## src/rtl/sld_pkg.sv

```systemverilog
// Package for the status LED and display driver: register map, fields, timing.
// Assumes a 10 MHz system clock and an Avalon-MM slave with 32-bit data.
package sld_pkg;

    // ==========================================================
    // Register offsets (byte addresses)
    localparam logic [3:0] OFS_STATUS = 4'h0;
    localparam logic [3:0] OFS_INT_STAT = 4'h4;
    localparam logic [3:0] OFS_INT_MASK = 4'h8;
    localparam logic [3:0] OFS_CTRL = 4'hc;

    // ==========================================================
    // Interrupt bit positions
    localparam int IRQ_BLANK = 0;
    localparam int IRQ_WAKE = 1;
    localparam int IRQ_PAGE = 2;
    localparam int IRQ_FAULT = 3;
    localparam int IRQ_W = 4;

    // ==========================================================
    // Control field positions and reset value
    localparam int CTRL_PAGES_LSB = 0;
    localparam int CTRL_PAGES_W = 4;
    localparam logic [31:0] CTRL_RESET = 32'h0000_0001;

    // ==========================================================
    // Timing
    localparam int CLK_HZ = 10_000_000;
    localparam int BLANK_S = 60;
    localparam longint BLANK_CYC = longint'(BLANK_S) * longint'(CLK_HZ);
    localparam int BLINK_MS = 250;
    localparam int BLINK_CYC = (BLINK_MS * (CLK_HZ / 1000));

    // ==========================================================
    // Operating state inputs
    typedef struct packed {
        logic startup;
        logic out_on;
        logic off_field;
        logic off_fault;
        logic reset_cfg;
        logic interlock;
        logic auto_cfg;
        logic restart_cnt;
        logic warn_int;
        logic eth_link;
        logic eth_traffic;
        logic notify;
    } sld_state_t;

    // LED drive
    typedef struct packed {
        logic on_green;
        logic off_red;
        logic rw_yellow;
        logic net_green;
        logic net_yellow;
    } sld_led_t;

    typedef enum logic [1:0] {
        SLD_DISP_BOOT = 2'b00,
        SLD_DISP_ON = 2'b01,
        SLD_DISP_OFF = 2'b10
    } sld_disp_t;

endpackage

```

## src/rtl/sld_blink.sv

```systemverilog
// Free-running blink phase generator for the status LEDs.
// Assumes a synchronous active-low reset.
`timescale 1ns/10ps
module sld_blink #(
    parameter int HALF_CYC = sld_pkg::BLINK_CYC
) (
    input wire logic clk,
    input wire logic rstn,
    output logic phase
);
    localparam int W = $clog2(HALF_CYC + 1);
    logic [W-1:0] cnt_q;
    logic phase_q;
    wire logic wrap = (cnt_q == W'(HALF_CYC - 1));

    always_ff @(posedge clk) begin
        if (!rstn) begin
            cnt_q <= '0;
            phase_q <= 1'b0;
        end else begin
            cnt_q <= wrap ? '0 : cnt_q + W'(1);
            phase_q <= wrap ? ~phase_q : phase_q;
        end
    end

    assign phase = phase_q;
endmodule // sld_blink

```

## src/rtl/sld_top.sv

```systemverilog
// Status LED and display driver: maps operating state to LEDs and the display.
// Assumes state inputs synchronous to clk and an Avalon-MM master on the bus.
// Contract
// [RULE_01] Green ON LED lit while any safety output is ON.
// [RULE_02] Red OFF LED steady while an output is OFF from a field interruption.
// [RULE_03] Red OFF LED blinks while an output is OFF from a fault.
// [RULE_04] With reset configured, yellow LED blinks while restart interlock is engaged.
// [RULE_05] With automatic restart, yellow LED steady while restart delay counts.
// [RULE_06] Yellow LED lit while any warning field is interrupted.
// [RULE_07] Network LED green while an Ethernet link exists.
// [RULE_08] Network LED blinks yellow during Ethernet data traffic.
// [RULE_09] During start-up tests, OFF LED steady and ON LED dark.
// [RULE_10] After start-up, LEDs and display follow the current operating state.
// [RULE_11] Display blanks after 60 s quiet; any interruption or notice restarts timer.
// [RULE_12] Indicator logic is diagnostic only and never feeds the safety outputs.
// [RULE_13] While blanked, a short button press turns the display back on.
// [RULE_14] A short press advances to the next detail page when several exist.
// [RULE_15] Blinking interlock indication overrides steady yellow indications.
//
// Chosen here: register access over Avalon-MM and the address map.
`timescale 1ns/10ps
module sld_top #(
    parameter longint BLANK_CYC = sld_pkg::BLANK_CYC,
    parameter int BLINK_CYC = sld_pkg::BLINK_CYC,
    parameter int PAGE_W = sld_pkg::CTRL_PAGES_W
) (
    input wire logic clk,
    input wire logic rstn,
    input sld_pkg::sld_state_t state,
    input wire logic button,
    output sld_pkg::sld_led_t led,
    output logic disp_on,
    output logic [PAGE_W-1:0] disp_page,
    input wire logic [3:0] avs_address,
    input wire logic avs_read,
    input wire logic avs_write,
    input wire logic [31:0] avs_writedata,
    input wire logic [3:0] avs_byteenable,
    output logic [31:0] avs_readdata,
    output logic avs_waitrequest,
    output logic irq
);
    localparam int TW = 40;

    // ==========================================================
    // Blink phase
    logic phase;
    sld_blink #(.HALF_CYC(BLINK_CYC)) u_blink (
        .clk(clk),
        .rstn(rstn),
        .phase(phase)
    );

    // ==========================================================
    // LED mapping; outputs only, nothing returns to safety logic
    wire logic boot = state.startup;
    wire logic yel_blink = state.reset_cfg & state.interlock;
    wire logic yel_steady = (state.auto_cfg & state.restart_cnt) | state.warn_int;
    sld_pkg::sld_led_t led_d;
    sld_pkg::sld_led_t led_q;

    always_comb begin
        led_d = '0;
        if (boot) begin
            led_d.off_red = 1'b1; // RULE_09
            led_d.on_green = 1'b0; // RULE_09
        end else begin
            led_d.on_green = state.out_on; // RULE_01 RULE_10
            if (state.off_fault) begin
                led_d.off_red = phase; // RULE_03
            end else begin
                led_d.off_red = state.off_field; // RULE_02
            end
            if (yel_blink) begin
                led_d.rw_yellow = phase; // RULE_04 RULE_15
            end else begin
                led_d.rw_yellow = yel_steady; // RULE_05 RULE_06
            end
            led_d.net_green = state.eth_link; // RULE_07
            led_d.net_yellow = state.eth_traffic & phase; // RULE_08
        end
    end

    always_ff @(posedge clk) begin
        if (!rstn) begin
            led_q <= '0;
        end else begin
            led_q <= led_d; // RULE_12
        end
    end
    assign led = led_q;

    // ==========================================================
    // Button edge detect
    logic btn_q;
    always_ff @(posedge clk) begin
        if (!rstn) begin
            btn_q <= 1'b0;
        end else begin
            btn_q <= button;
        end
    end
    wire logic press = button & ~btn_q;

    // ==========================================================
    // Display state and blanking timer
    wire logic activity = state.off_field | state.warn_int | state.notify | state.off_fault
        | (state.reset_cfg & state.interlock) | (state.auto_cfg & state.restart_cnt);
    sld_pkg::sld_disp_t ds_q;
    sld_pkg::sld_disp_t ds_d;
    logic [TW-1:0] tmr_q;
    wire logic tmr_done = (tmr_q >= TW'(BLANK_CYC - 1));
    logic [PAGE_W-1:0] page_q;
    logic [PAGE_W-1:0] pages_q;

    always_comb begin
        case (ds_q)
            sld_pkg::SLD_DISP_BOOT: ds_d = boot ? sld_pkg::SLD_DISP_BOOT : sld_pkg::SLD_DISP_ON;
            sld_pkg::SLD_DISP_ON: begin
                if (boot) begin
                    ds_d = sld_pkg::SLD_DISP_BOOT;
                end else if (tmr_done && !activity && !press) begin
                    ds_d = sld_pkg::SLD_DISP_OFF; // RULE_11
                end else begin
                    ds_d = sld_pkg::SLD_DISP_ON;
                end
            end
            sld_pkg::SLD_DISP_OFF: begin
                if (boot) begin
                    ds_d = sld_pkg::SLD_DISP_BOOT;
                end else if (press || activity) begin
                    ds_d = sld_pkg::SLD_DISP_ON; // RULE_13
                end else begin
                    ds_d = sld_pkg::SLD_DISP_OFF;
                end
            end
            default: ds_d = sld_pkg::SLD_DISP_BOOT;
        endcase
    end

    wire logic page_step = (ds_q == sld_pkg::SLD_DISP_ON) && press && (pages_q > PAGE_W'(1));
    wire logic blank_ev = (ds_q == sld_pkg::SLD_DISP_ON) && (ds_d == sld_pkg::SLD_DISP_OFF);
    wire logic wake_ev = (ds_q == sld_pkg::SLD_DISP_OFF) && (ds_d == sld_pkg::SLD_DISP_ON);

    always_ff @(posedge clk) begin
        if (!rstn) begin
            ds_q <= sld_pkg::SLD_DISP_BOOT;
            tmr_q <= '0;
            page_q <= '0;
        end else begin
            ds_q <= ds_d;
            if (ds_q != sld_pkg::SLD_DISP_ON || activity || press) begin
                tmr_q <= '0; // RULE_11
            end else if (!tmr_done) begin
                tmr_q <= tmr_q + TW'(1);
            end
            if (ds_q != sld_pkg::SLD_DISP_ON) begin
                page_q <= '0;
            end else if (page_step) begin
                page_q <= (page_q >= pages_q - PAGE_W'(1)) ? '0 : page_q + PAGE_W'(1); // RULE_14
            end
        end
    end
    assign disp_on = (ds_q != sld_pkg::SLD_DISP_OFF); // RULE_10
    assign disp_page = page_q;

    // ==========================================================
    // Read handshake: one wait state so registered read data stands at the answer
    logic rvalid_q;
    wire logic rd_take = avs_read & ~rvalid_q;
    always_ff @(posedge clk) begin
        if (!rstn) begin
            rvalid_q <= 1'b0;
        end else begin
            rvalid_q <= rd_take;
        end
    end
    assign avs_waitrequest = rd_take;

    // ==========================================================
    // Register bus
    logic [sld_pkg::IRQ_W-1:0] ist_q;
    logic [sld_pkg::IRQ_W-1:0] imask_q;
    logic [31:0] rdata_q;
    wire logic fault_ev = state.off_fault & ~led_q.on_green & ~boot;
    logic fault_q;
    wire logic [sld_pkg::IRQ_W-1:0] ev = {fault_ev & ~fault_q, page_step, wake_ev, blank_ev};
    wire logic wr_ist = avs_write && avs_address == sld_pkg::OFS_INT_STAT && avs_byteenable[0];
    wire logic wr_imask = avs_write && avs_address == sld_pkg::OFS_INT_MASK && avs_byteenable[0];
    wire logic wr_ctrl = avs_write && avs_address == sld_pkg::OFS_CTRL && avs_byteenable[0];
    wire logic [sld_pkg::IRQ_W-1:0] clr = wr_ist ? avs_writedata[sld_pkg::IRQ_W-1:0] : '0;
    wire logic [sld_pkg::IRQ_W-1:0] ev_clr = ev & clr;
    wire logic [31:0] stat_word = {18'h0, ds_q, page_q, 3'h0, led_q};
    logic [31:0] rd_mux;

    always_comb begin
        case (avs_address)
            sld_pkg::OFS_STATUS: rd_mux = stat_word;
            sld_pkg::OFS_INT_STAT: rd_mux = {28'h0, ist_q};
            sld_pkg::OFS_INT_MASK: rd_mux = {28'h0, imask_q};
            sld_pkg::OFS_CTRL: rd_mux = {28'h0, pages_q};
            default: rd_mux = 32'h0;
        endcase
    end

    always_ff @(posedge clk) begin
        if (!rstn) begin
            ist_q <= '0;
            imask_q <= '0;
            pages_q <= PAGE_W'(sld_pkg::CTRL_RESET);
            rdata_q <= '0;
            fault_q <= 1'b0;
        end else begin
            fault_q <= fault_ev;
            ist_q <= (ist_q & ~clr) | ev;
            if (wr_imask) begin
                imask_q <= avs_writedata[sld_pkg::IRQ_W-1:0];
            end
            if (wr_ctrl) begin
                pages_q <= avs_writedata[sld_pkg::CTRL_PAGES_LSB +: PAGE_W];
            end
            if (rd_take) begin
                rdata_q <= rd_mux;
            end
        end
    end
    assign avs_readdata = rdata_q;
    assign irq = |(ist_q & imask_q);

    // ==========================================================
    // Lamp checks
    AST_ON_GREEN: assert property (@(posedge clk) disable iff (!rstn) // RULE_01
        1 |=> led.on_green == ($past(state.out_on) && !$past(boot)))
        else $error("ON LED wrong");
    AST_OFF_FIELD: assert property (@(posedge clk) disable iff (!rstn) // RULE_02
        (!boot && state.off_field && !state.off_fault) |=> led.off_red)
        else $error("OFF LED not steady on field");
    AST_OFF_FAULT: assert property (@(posedge clk) disable iff (!rstn) // RULE_03
        (!boot && state.off_fault) |=> led.off_red == $past(phase))
        else $error("OFF LED not blinking on fault");
    AST_YEL_BLINK: assert property (@(posedge clk) disable iff (!rstn) // RULE_04 RULE_15
        (!boot && yel_blink) |=> led.rw_yellow == $past(phase))
        else $error("Yellow not blinking on interlock");
    AST_YEL_STEADY: assert property (@(posedge clk) disable iff (!rstn) // RULE_05 RULE_06
        (!boot && !yel_blink && yel_steady) |=> led.rw_yellow)
        else $error("Yellow not steady");
    AST_NET: assert property (@(posedge clk) disable iff (!rstn) // RULE_07 RULE_08
        !boot |=> led.net_green == $past(state.eth_link)
        && led.net_yellow == ($past(state.eth_traffic) && $past(phase)))
        else $error("Network LED wrong");
    AST_BOOT: assert property (@(posedge clk) disable iff (!rstn) // RULE_09
        boot |=> led.off_red && !led.on_green)
        else $error("Start-up pattern wrong");

    // ==========================================================
    // Display checks
    AST_ACT_KEEP: assert property (@(posedge clk) disable iff (!rstn) // RULE_11 RULE_10
        (activity && !boot && disp_on) |=> disp_on)
        else $error("Display blanked during activity");
    AST_TMR_CLR: assert property (@(posedge clk) disable iff (!rstn) // RULE_11
        (!boot && activity) |=> tmr_q == '0)
        else $error("Blank timer not restarted");
    AST_WAKE_ACT: assert property (@(posedge clk) disable iff (!rstn) // RULE_11
        (!disp_on && activity && !boot) |=> disp_on)
        else $error("Display did not wake on activity");
    AST_BLANK_EV: assert property (@(posedge clk) disable iff (!rstn) // RULE_11
        blank_ev |=> ist_q[sld_pkg::IRQ_BLANK])
        else $error("Blank event lost");
    AST_BOOT_DISP: assert property (@(posedge clk) disable iff (!rstn) // RULE_10
        boot |=> ds_q == sld_pkg::SLD_DISP_BOOT)
        else $error("Display left start-up early");
    AST_WAKE: assert property (@(posedge clk) disable iff (!rstn) // RULE_13
        (!disp_on && press && !boot) |=> disp_on)
        else $error("Display did not wake");
    AST_PAGE: assert property (@(posedge clk) disable iff (!rstn) // RULE_14
        page_step |=> disp_page != $past(disp_page))
        else $error("Page did not advance");
    AST_PAGE_HOLD: assert property (@(posedge clk) disable iff (!rstn) // RULE_14
        (ds_q == sld_pkg::SLD_DISP_ON && press && pages_q <= PAGE_W'(1)) |=> $stable(disp_page))
        else $error("Page moved with a single page");
    AST_PAGE_HOME: assert property (@(posedge clk) disable iff (!rstn) // RULE_14
        (ds_q != sld_pkg::SLD_DISP_ON) |=> disp_page == '0)
        else $error("Page not reset while dark");

    // ==========================================================
    // Bus and interrupt checks
    AST_RD_ONE_WAIT: assert property (@(posedge clk) disable iff (!rstn)
        (avs_read && avs_waitrequest) |=> (!avs_read || !avs_waitrequest))
        else $error("Read answer late");
    AST_WR_NO_WAIT: assert property (@(posedge clk) disable iff (!rstn)
        (avs_write && !avs_read) |-> !avs_waitrequest)
        else $error("Write stalled");
    AST_SET_WINS: assert property (@(posedge clk) disable iff (!rstn)
        (|ev_clr) |=> ((ist_q & $past(ev_clr)) == $past(ev_clr)))
        else $error("Clear beat a new event");
    AST_W1C: assert property (@(posedge clk) disable iff (!rstn)
        (wr_ist && !(|ev)) |=> ((ist_q & $past(clr)) == '0))
        else $error("Status bit not cleared");
    AST_IRQ_EV: assert property (@(posedge clk) disable iff (!rstn)
        (|(ev & imask_q) && !wr_imask) |=> irq)
        else $error("Unmasked event gave no interrupt");
    AST_FAULT_EV: assert property (@(posedge clk) disable iff (!rstn) // RULE_03
        (!boot && $rose(state.off_fault) && !led.on_green) |=> ist_q[sld_pkg::IRQ_FAULT])
        else $error("Fault event lost");
    COV_BLANK: cover property (@(posedge clk) disable iff (!rstn) blank_ev);
    COV_WAKE: cover property (@(posedge clk) disable iff (!rstn) wake_ev);
    COV_PAGE: cover property (@(posedge clk) disable iff (!rstn) page_step);
    COV_IRQ: cover property (@(posedge clk) disable iff (!rstn) irq);
    COV_RD: cover property (@(posedge clk) disable iff (!rstn) avs_read && !avs_waitrequest);
endmodule // sld_top

```

## config.mk

```make
export PLATFORM = sky130hd
export DESIGN_NAME = sld_top
export DESIGN_NICKNAME = d
export VERILOG_FILES = /design/src/rtl/sld_pkg.sv /design/src/rtl/sld_blink.sv /design/src/rtl/sld_top.sv
export SDC_FILE = /design/constraint.sdc
export NUM_CORES = 1
export LEC_CHECK = 0
export BUFFER_PORTS_ARGS = -buffer_cell sky130_fd_sc_hd__buf_2
export CAP_MARGIN = 20
export CORE_ASPECT_RATIO = 1.2
export CORE_MARGIN = 3
export CORE_UTILIZATION = 35
export DETAILED_ROUTE_END_ITERATION = 8
export GPL_TIMING_DRIVEN = 0
export PLACE_DENSITY_LB_ADDON = 0.05
export SYNTH_ARGS = -nofsm -noshare
export SYNTH_HDL_FRONTEND = slang
export SYNTH_SLANG_ARGS = --single-unit
```

## constraint.sdc

```tcl
create_clock -name clk -period 6.23 [get_ports clk]
set_clock_uncertainty 0.15 [all_clocks]
set_input_delay 1.246 -clock clk [delete_from_list [all_inputs] [get_ports clk]]
set_output_delay 1.246 -clock clk [all_outputs]
set_load 0.05 [all_outputs]
```

**Word level (Yosys, flattened, before mapping)**

Index checks and enable logic that the tools add are counted.

- Bitwise gates (word level): 25
- Muxes and demuxes: 12
- Eq/ne operators: 10
- $add $sub $neg: 4
- Reductions and logical operators: 24
- Order comparisons: 3

Operator list:

| cell | count |
|---|---|
| case mux 14 bit (4 select lines) | 1 |
| adder 40 x 1 -> 40 bit, second input constant | 1 |
| greater-or-equal comparator 40 x 30 -> 1 bit, second input constant | 1 |
| adder 22 x 1 -> 22 bit, second input constant | 1 |
| == test 22 bit, second input constant | 1 |
| logical AND 1 bit | 12 |
| AND 1 bit | 8 |
| AND 4 bit | 2 |
| == test 4 bit, second input constant | 2 |
| two-way mux 2 bit | 4 |
| two-way mux 4 bit | 2 |
| OR reduction 2 bit | 4 |
| inverter 1 bit | 7 |
| OR 1 bit | 6 |
| case mux 2 bit (3 select lines) | 1 |
| adder 4 x 1 -> 4 bit, second input constant | 1 |
| == test 2 x 1 -> 1 bit, second input constant | 2 |
| == test 2 bit, second input constant | 2 |
| == test 4 x 3 -> 1 bit, second input constant | 1 |
| greater-or-equal comparator 4 bit | 1 |
| > comparator 4 x 1 -> 1 bit, second input constant | 1 |
| logical NOT 4 bit | 1 |
| two-way mux 1 bit | 4 |
| inverter 4 bit | 1 |
| other kinds (8) | 11 |

- Output and inout port bits: 44
- Bits in registers: 121
- Bits of input ports: 57

**Depth between registers and ports, before layout**

Gate-level depths: netlist (run 1).

- Depth in word-level cells: 14
- Gate-level depth with buffers: 10
- Depth with buffers taken out: 8

**By module**

From an unflattened synthesis (run 1), not the netlist that was laid out.

- Cells, all modules: 513
- Area total of the unflattened synthesis: 4584.4 um2

Modules (own cells, without submodules):

| module | area each (um2) | sequential area each (um2) | times used | cells each |
|---|---|---|---|---|
| sld_top | 3542.1 | 1541.5 | 1 | 392 |
| sld_blink | 1042.2 | 460.4 | 1 | 121 |

**Worst setup path after synthesis (run 1)**

Ideal clock, no wire load.

- Path type: input-to-output
- From: input avs_read
- To: output avs_waitrequest
- Data required time: 4.834 ns
- Data arrival time: 1.925 ns
- Stages on the path: 3
- Setup slack: 2.909 ns
- Cell sequence: nand2b_1 clkbuf_1 inv_1

- Cells in the longest elaborated chain, start to end: 1

RTL lines:

| what | line | RTL |
|---|---|---|
| from (decl) | sld_top.sv:35 | `input wire logic avs_read,` |
| AND 1 bit | sld_top.sv:170 | `wire logic rd_take = avs_read & ~rvalid_q;` |
| to (decl) | sld_top.sv:40 | `output logic avs_waitrequest,` |

No other way between the ends.

**Final worst setup path (run 1)**

Ends and elaborated chain as after synthesis.

==> flow_summary.toml, run 1 <==
[status]
status = "complete, no violations"

[sta]
post-route-period-util = 0.5752
tightest_slew_ns = 0.8750
setup_tns_ns = 0
maxSlewHeadroom = 0.4154
hold_viol = 0
layout_min_cycle_time_ns = 3.583
report.final.slew_viol_count = 0
hold_ws_ns = 0.2889
rsz0062_at_grt = "no"
finalSetupViolCount = 0
fmax_ghz = 0.2791

[floorplan]
core_um2 = 13240
num_io_pins = 101
die-area_um2 = 15040
start_util = 0.3595
die_h_um = 133.7
std_cell_rows = 46
die_x_um = 112.4

[critical_path]
path_common_cell = "buf_2"
worstPathRequired_ns = 4.83
start_kind = "input pin"
worstSetupPathType = "input pin to output pin"
path_cells = "buf_2 > nand2b_1 > clkbuf_1 > inv_1 > buf_2"
crit_family = "buffers and inverters"
endpoint_kind = "output pin"
path_buf_inv = 4
max_stage_delay_ns = 0.39
crit_fanout = 10
worstPathArrival_ns = 2.19
worst_path_max_delay_cell = "clkbuf_1"

[place]
gp_congestion = 0.8351
portBuffers = 46
dp_hpwl_um = 8860

[global_route]
grt_overflow = 0
antenna_found_initial = 0
grt_pass1_vias = 3919
grt_max_degree = 18
grtUsageTotal = 0.1625
grt_pass1_wl_um = 19690

[cts]
htreeDepth = 3
ctsResizeCount = 0
clockBufferDepth = 2
cts_tree = "yes"
cts_made_buffers = 9
clock_latency_ns = 0.36
post_cts_buffers = 0
root_buffer = "clkbuf_16"
postCtsHoldBufs = 0
cts_sinks = 100
clk_pin_slew_ns = 0.07

[route]
first_pass_iters = 4
route.detailed.drc = 0
ant_nets = 0
vias = 4055
drt_iter0_drc = 144
finalWirelength_um = 11920
viasPerCell = 5.192
wl_per_cell_um = 15.26

[power_and_ir_drop]
cellPowerDensity_nw_per_um2 = 228.9
power.leakage_uw = 0.002129
ir_drop_uv = 120.1

[logic_synthesis]
synth_common_cells = "dfxtp_1 (100), nor2_1 (58), nand2_1 (34)"
yosysUniqueCellTypes = 56
synth-simple-area-share = 0.2695
synthFlopType = "dfxtp_1"
synth_top_family_by_area = "simple AND/OR/NAND/NOR gates"
synth_area_per_cell_um2 = 8.961
syn_area_um2 = 4758
synth.most_common_cell = "dfxtp_1"
synthArstFlopShare = 0
synth_area_leaders = "dfxtp_1 (42%), nor2_1 (4.6%), buf_4 (3.5%)"
synth.area.mux_share = 0.03786
synth-xor-area-share = 0.05154
synth_compound_gate_area_share = 0.1270
synth-seq-area-share = 0.4207
yosysTopAreaCellShare = 0.4207
synth_edf_count = 0
netlist_instances = 531
ys_seq_elements = 100
synth_top_cell_by_area = "dfxtp_1"
synthAdderAreaFrac = 0.02367
ys.warnings.count = 0

[final_layout]
num_antenna_cells = 0
num-fill-cells = 1350
drive_gt1_frac = 0.1794
area_growth_syn_to_layout_pct = 16.64
nets = 674

[flow_run]
max_cap_viol_count = 0

[min_path]
hp-class = "flip-flop to flip-flop"
## final timing paths
kind	from	to	slack, ns	depth (start not counted)
max	avs_read	avs_waitrequest	2.65	5
min reg2reg	u_blink.cnt_q[0]	u_blink.cnt_q[0]	0.29	1
max reg2reg	tmr_q[1]	ds_q[0]	3.63	9
min	u_blink.cnt_q[0]	u_blink.cnt_q[0]	0.29	1
## layer usage
layer	wire [um]	vias to the layer above	track usage
li1	-	2039	-
met1	5486	1913	0.2090
met2	5790	86	0.2671
met3	384	17	0.02726
met4	257	0	0.07281
met5	0	-	0
## through the flow
step / total power [uW] / area (um^2) / utilization / std cells / worst slack [ns]
after floorplan: 729.6 / 4833 / - / 551 / 2.909
after global placement: 750.0 / 5274 / 0.3984 / 765 / 2.661
after detailed placement: 750.5 / 5274 / 0.3984 / 765 / 2.646
after CTS: 1288 / 5550 / 0.4193 / 781 / 2.633
after global routing: 1319 / 5550 / 0.4193 / 781 / 2.575
final: 1270 / 5550 / 0.4193 / 781 / 2.647
## final cells by class
cell class | count | area (um^2) | share of cell area
Timing Repair Buffer | 46 | 230.2 | 0.04148
Sequential cell | 100 | 2002 | 0.3607
Inverter | 12 | 45.04 | 0.008115
Clock buffer | 10 | 229.0 | 0.04125
Clock inverter | 6 | 47.55 | 0.008566
Multi-Input combinational cell | 394 | 2504 | 0.4511
Buffer | 45 | 282.8 | 0.05095
Tap cell | 168 | 210.2 | 0.03787
## cells in the final DEF (no fill, tap or decap), types with 18 or more instances in the layout
| cell | instances |
|---|---|
| buf_4 | 22 |
| buf_2 | 52 |
| nand2_1 | 34 |
| or4_1 | 18 |
| o31ai_1 | 19 |
| conb_1 | 21 |
| nand4_1 | 18 |
| nor2_1 | 58 |
| nand3_1 | 26 |
| a21oi_1 | 31 |
| dfxtp_1 | 100 |
## power breakdown
group,internal (uW),switching [uW]
combinational,26.2,61.1
clock,274,261
sequential,644,4.22
total,944,326
## cell families after synthesis
logic type | after synthesis
simple gates | 233
flops | 100
compound gates | 90
buf+inv | 57
xor+xnor | 28
mux | 13
fa+ha+maj | 9
other cells | 1
## sequential cells by signal, summed over array words and instances (netlist names)
name	flops
fault_q	1
disp_page	4
ist_q	4
avs_readdata	11
u_blink.cnt_q	22
ds_q	2
led	5
rvalid_q	1
tmr_q	40
imask_q	4
pages_q	4
u_blink.phase	1
btn_q	1
(Power assumes the default switching activity.)
==> inputs of run 2 (changes only) <==
==> constraint.sdc (replaced) <==
create_clock -name clk -period 3.2 [get_ports clk]
set_clock_uncertainty 0.15 [all_clocks]
set_input_delay 0.64 -clock clk [delete_from_list [all_inputs] [get_ports clk]]
set_output_delay 0.64 -clock clk [all_outputs]
set_load 0.05 [all_outputs]
==> flow_summary.toml, run 2 (synthesis results as in run 1) <==
[sta]
fmax_ghz = 0.3834
finalSetupViolCount = 0
setup_tns_ns = 0
hold_viol = 0
tightest_slew_ns = 0.8750
report.final.slew_viol_count = 0
post-route-period-util = 0.8150
maxSlewHeadroom = 0.4154
rsz0062_at_grt = "no"
layout_min_cycle_time_ns = 2.608

[min_path]
hp-class = "flip-flop to flip-flop"
hold_depth = 1
hp-start = "u_blink.cnt_q[0]"
holdPathEnd = "u_blink.cnt_q[0]"

[critical_path]
worstPathArrival_ns = 2.74
endpoint_kind = "flip-flop"
worstPathRequired_ns = 3.34
worstSetupPathType = "flip-flop to flip-flop"
r2r_setup_slack_ns = 0.59
start_kind = "flip-flop"
reg2reg_to = "tmr_q[25]"
crit_fanout = 8
rr_startpoint = "tmr_q[30]"
rr_worst_depth = 6

[final_layout]
largest_reg_flops = 40
final_common_cell = "dfxtp_1"
nets = 674
design_area_um2 = 5550
area_growth_syn_to_layout_pct = 16.64
num_antenna_cells = 0
final_cells = 781
regMostFlops = "tmr_q"
num-fill-cells = 1350
final_cell_mix = "dfxtp_1 (100), nor2_1 (58), buf_2 (52)"
drive_gt1_frac = 0.1794

[power_and_ir_drop]
cellPowerDensity_nw_per_um2 = 445.4
report.power.total_uw = 2472
ir_drop_uv = 233.8
power.leakage_uw = 0.002129

[floorplan]
die-area_um2 = 15040
start_util = 0.3595
num_io_pins = 101
die_x_um = 112.4
core_um2 = 13240
die_h_um = 133.7
std_cell_rows = 46

[global_route]
grt_overflow = 0
grt_max_degree = 18
grt_pass1_wl_um = 19670
grtUsageTotal = 0.1623
antenna_found_initial = 0
grt_pass1_vias = 3910

[route]
finalWirelength_um = 11880
route.detailed.drc = 0
wl_per_cell_um = 15.21
drt_iter0_drc = 137
vias = 4045
viasPerCell = 5.179
ant_nets = 0
first_pass_iters = 4

[flow_run]
max_cap_viol_count = 0

[cts]
cts_tree = "yes"
htreeDepth = 3
postCtsHoldBufs = 0
ctsResizeCount = 0
clock_latency_ns = 0.36
cts_made_buffers = 9
root_buffer = "clkbuf_16"
post_cts_buffers = 0
clockBufferDepth = 2
cts_sinks = 100
clk_pin_slew_ns = 0.07

[status]
status = "complete, no violations"

[place]
dpl_cell_area_um2 = 5274
place_inst = 765
dp_hpwl_um = 8860
gp_congestion = 0.8351
portBuffers = 46
==> run 2: cell counts in the layout (fill, tap and decap cells not counted) <==
No cell type changed its count.
==> run 2: layer usage <==
metal  routed length, um  GRT usage  part of all wire  vias to the layer above
li1                    -          -                 -                     2043
met2                5745     0.2661              0.48                       74
met5                   0          0                 0                        -
met3                 363    0.02726             0.031                       17
met1                5492     0.2085              0.46                     1911
met4                 280    0.07482             0.024                        0
==> run 2: where the power goes <==
group          internal, uW  total, uW  switching [uW]  leakage [uW]
registers              1250       1260            8.22      0.000808
clock network           533       1040             506      0.000122
logic                  51.0        170             119       0.00120
total                  1840       2470             633       0.00213
==> run 2: layout make-up <==
type,instances,area [um^2],share of cell area
multi-input combinational,394,2504,0.4511
sequential,100,2002,0.3607
buffer,45,282.8,0.05095
timing repair buffer,46,230.2,0.04148
clock buffer,10,229.0,0.04125
tap,168,210.2,0.03787
clock inverter,6,47.55,0.008566
inverter,12,45.04,0.008115
==> run 2: worst max-delay path by stage <==
stage                            to  cells past startpoint      start  slack (ns)
final                     tmr_q[25]                      6  tmr_q[30]        0.59
after global placement    tmr_q[18]                      8     button        0.39
after floorplan             ds_q[0]                      9   tmr_q[1]        0.93
after CTS                 tmr_q[25]                      6  tmr_q[30]        0.61
after detailed placement  tmr_q[13]                      8     button        0.38
after global routing      tmr_q[25]                      6  tmr_q[30]        0.33
==> run 2: critical path, stage by stage, from the launching register on <==
cell and delay (ns):
dfxtp_1 0.32, nor4_1 0.38, nand4_1 0.49, nor4b_1 0.59, nand3_1 0.15, or3_1 0.33, a21oi_1 0.14
==> run 2: metrics by stage <==
step	setup slack [ns]	hold WS (ns)	utilization
floorplan	0.9271	0.2629	-
global placement	0.3902	0.2710	0.3984
detailed placement	0.3838	0.2813	0.3984
CTS	0.6068	0.2937	0.4193
global route	0.3345	0.3252	0.4193
finish	0.5919	0.2889	0.4193
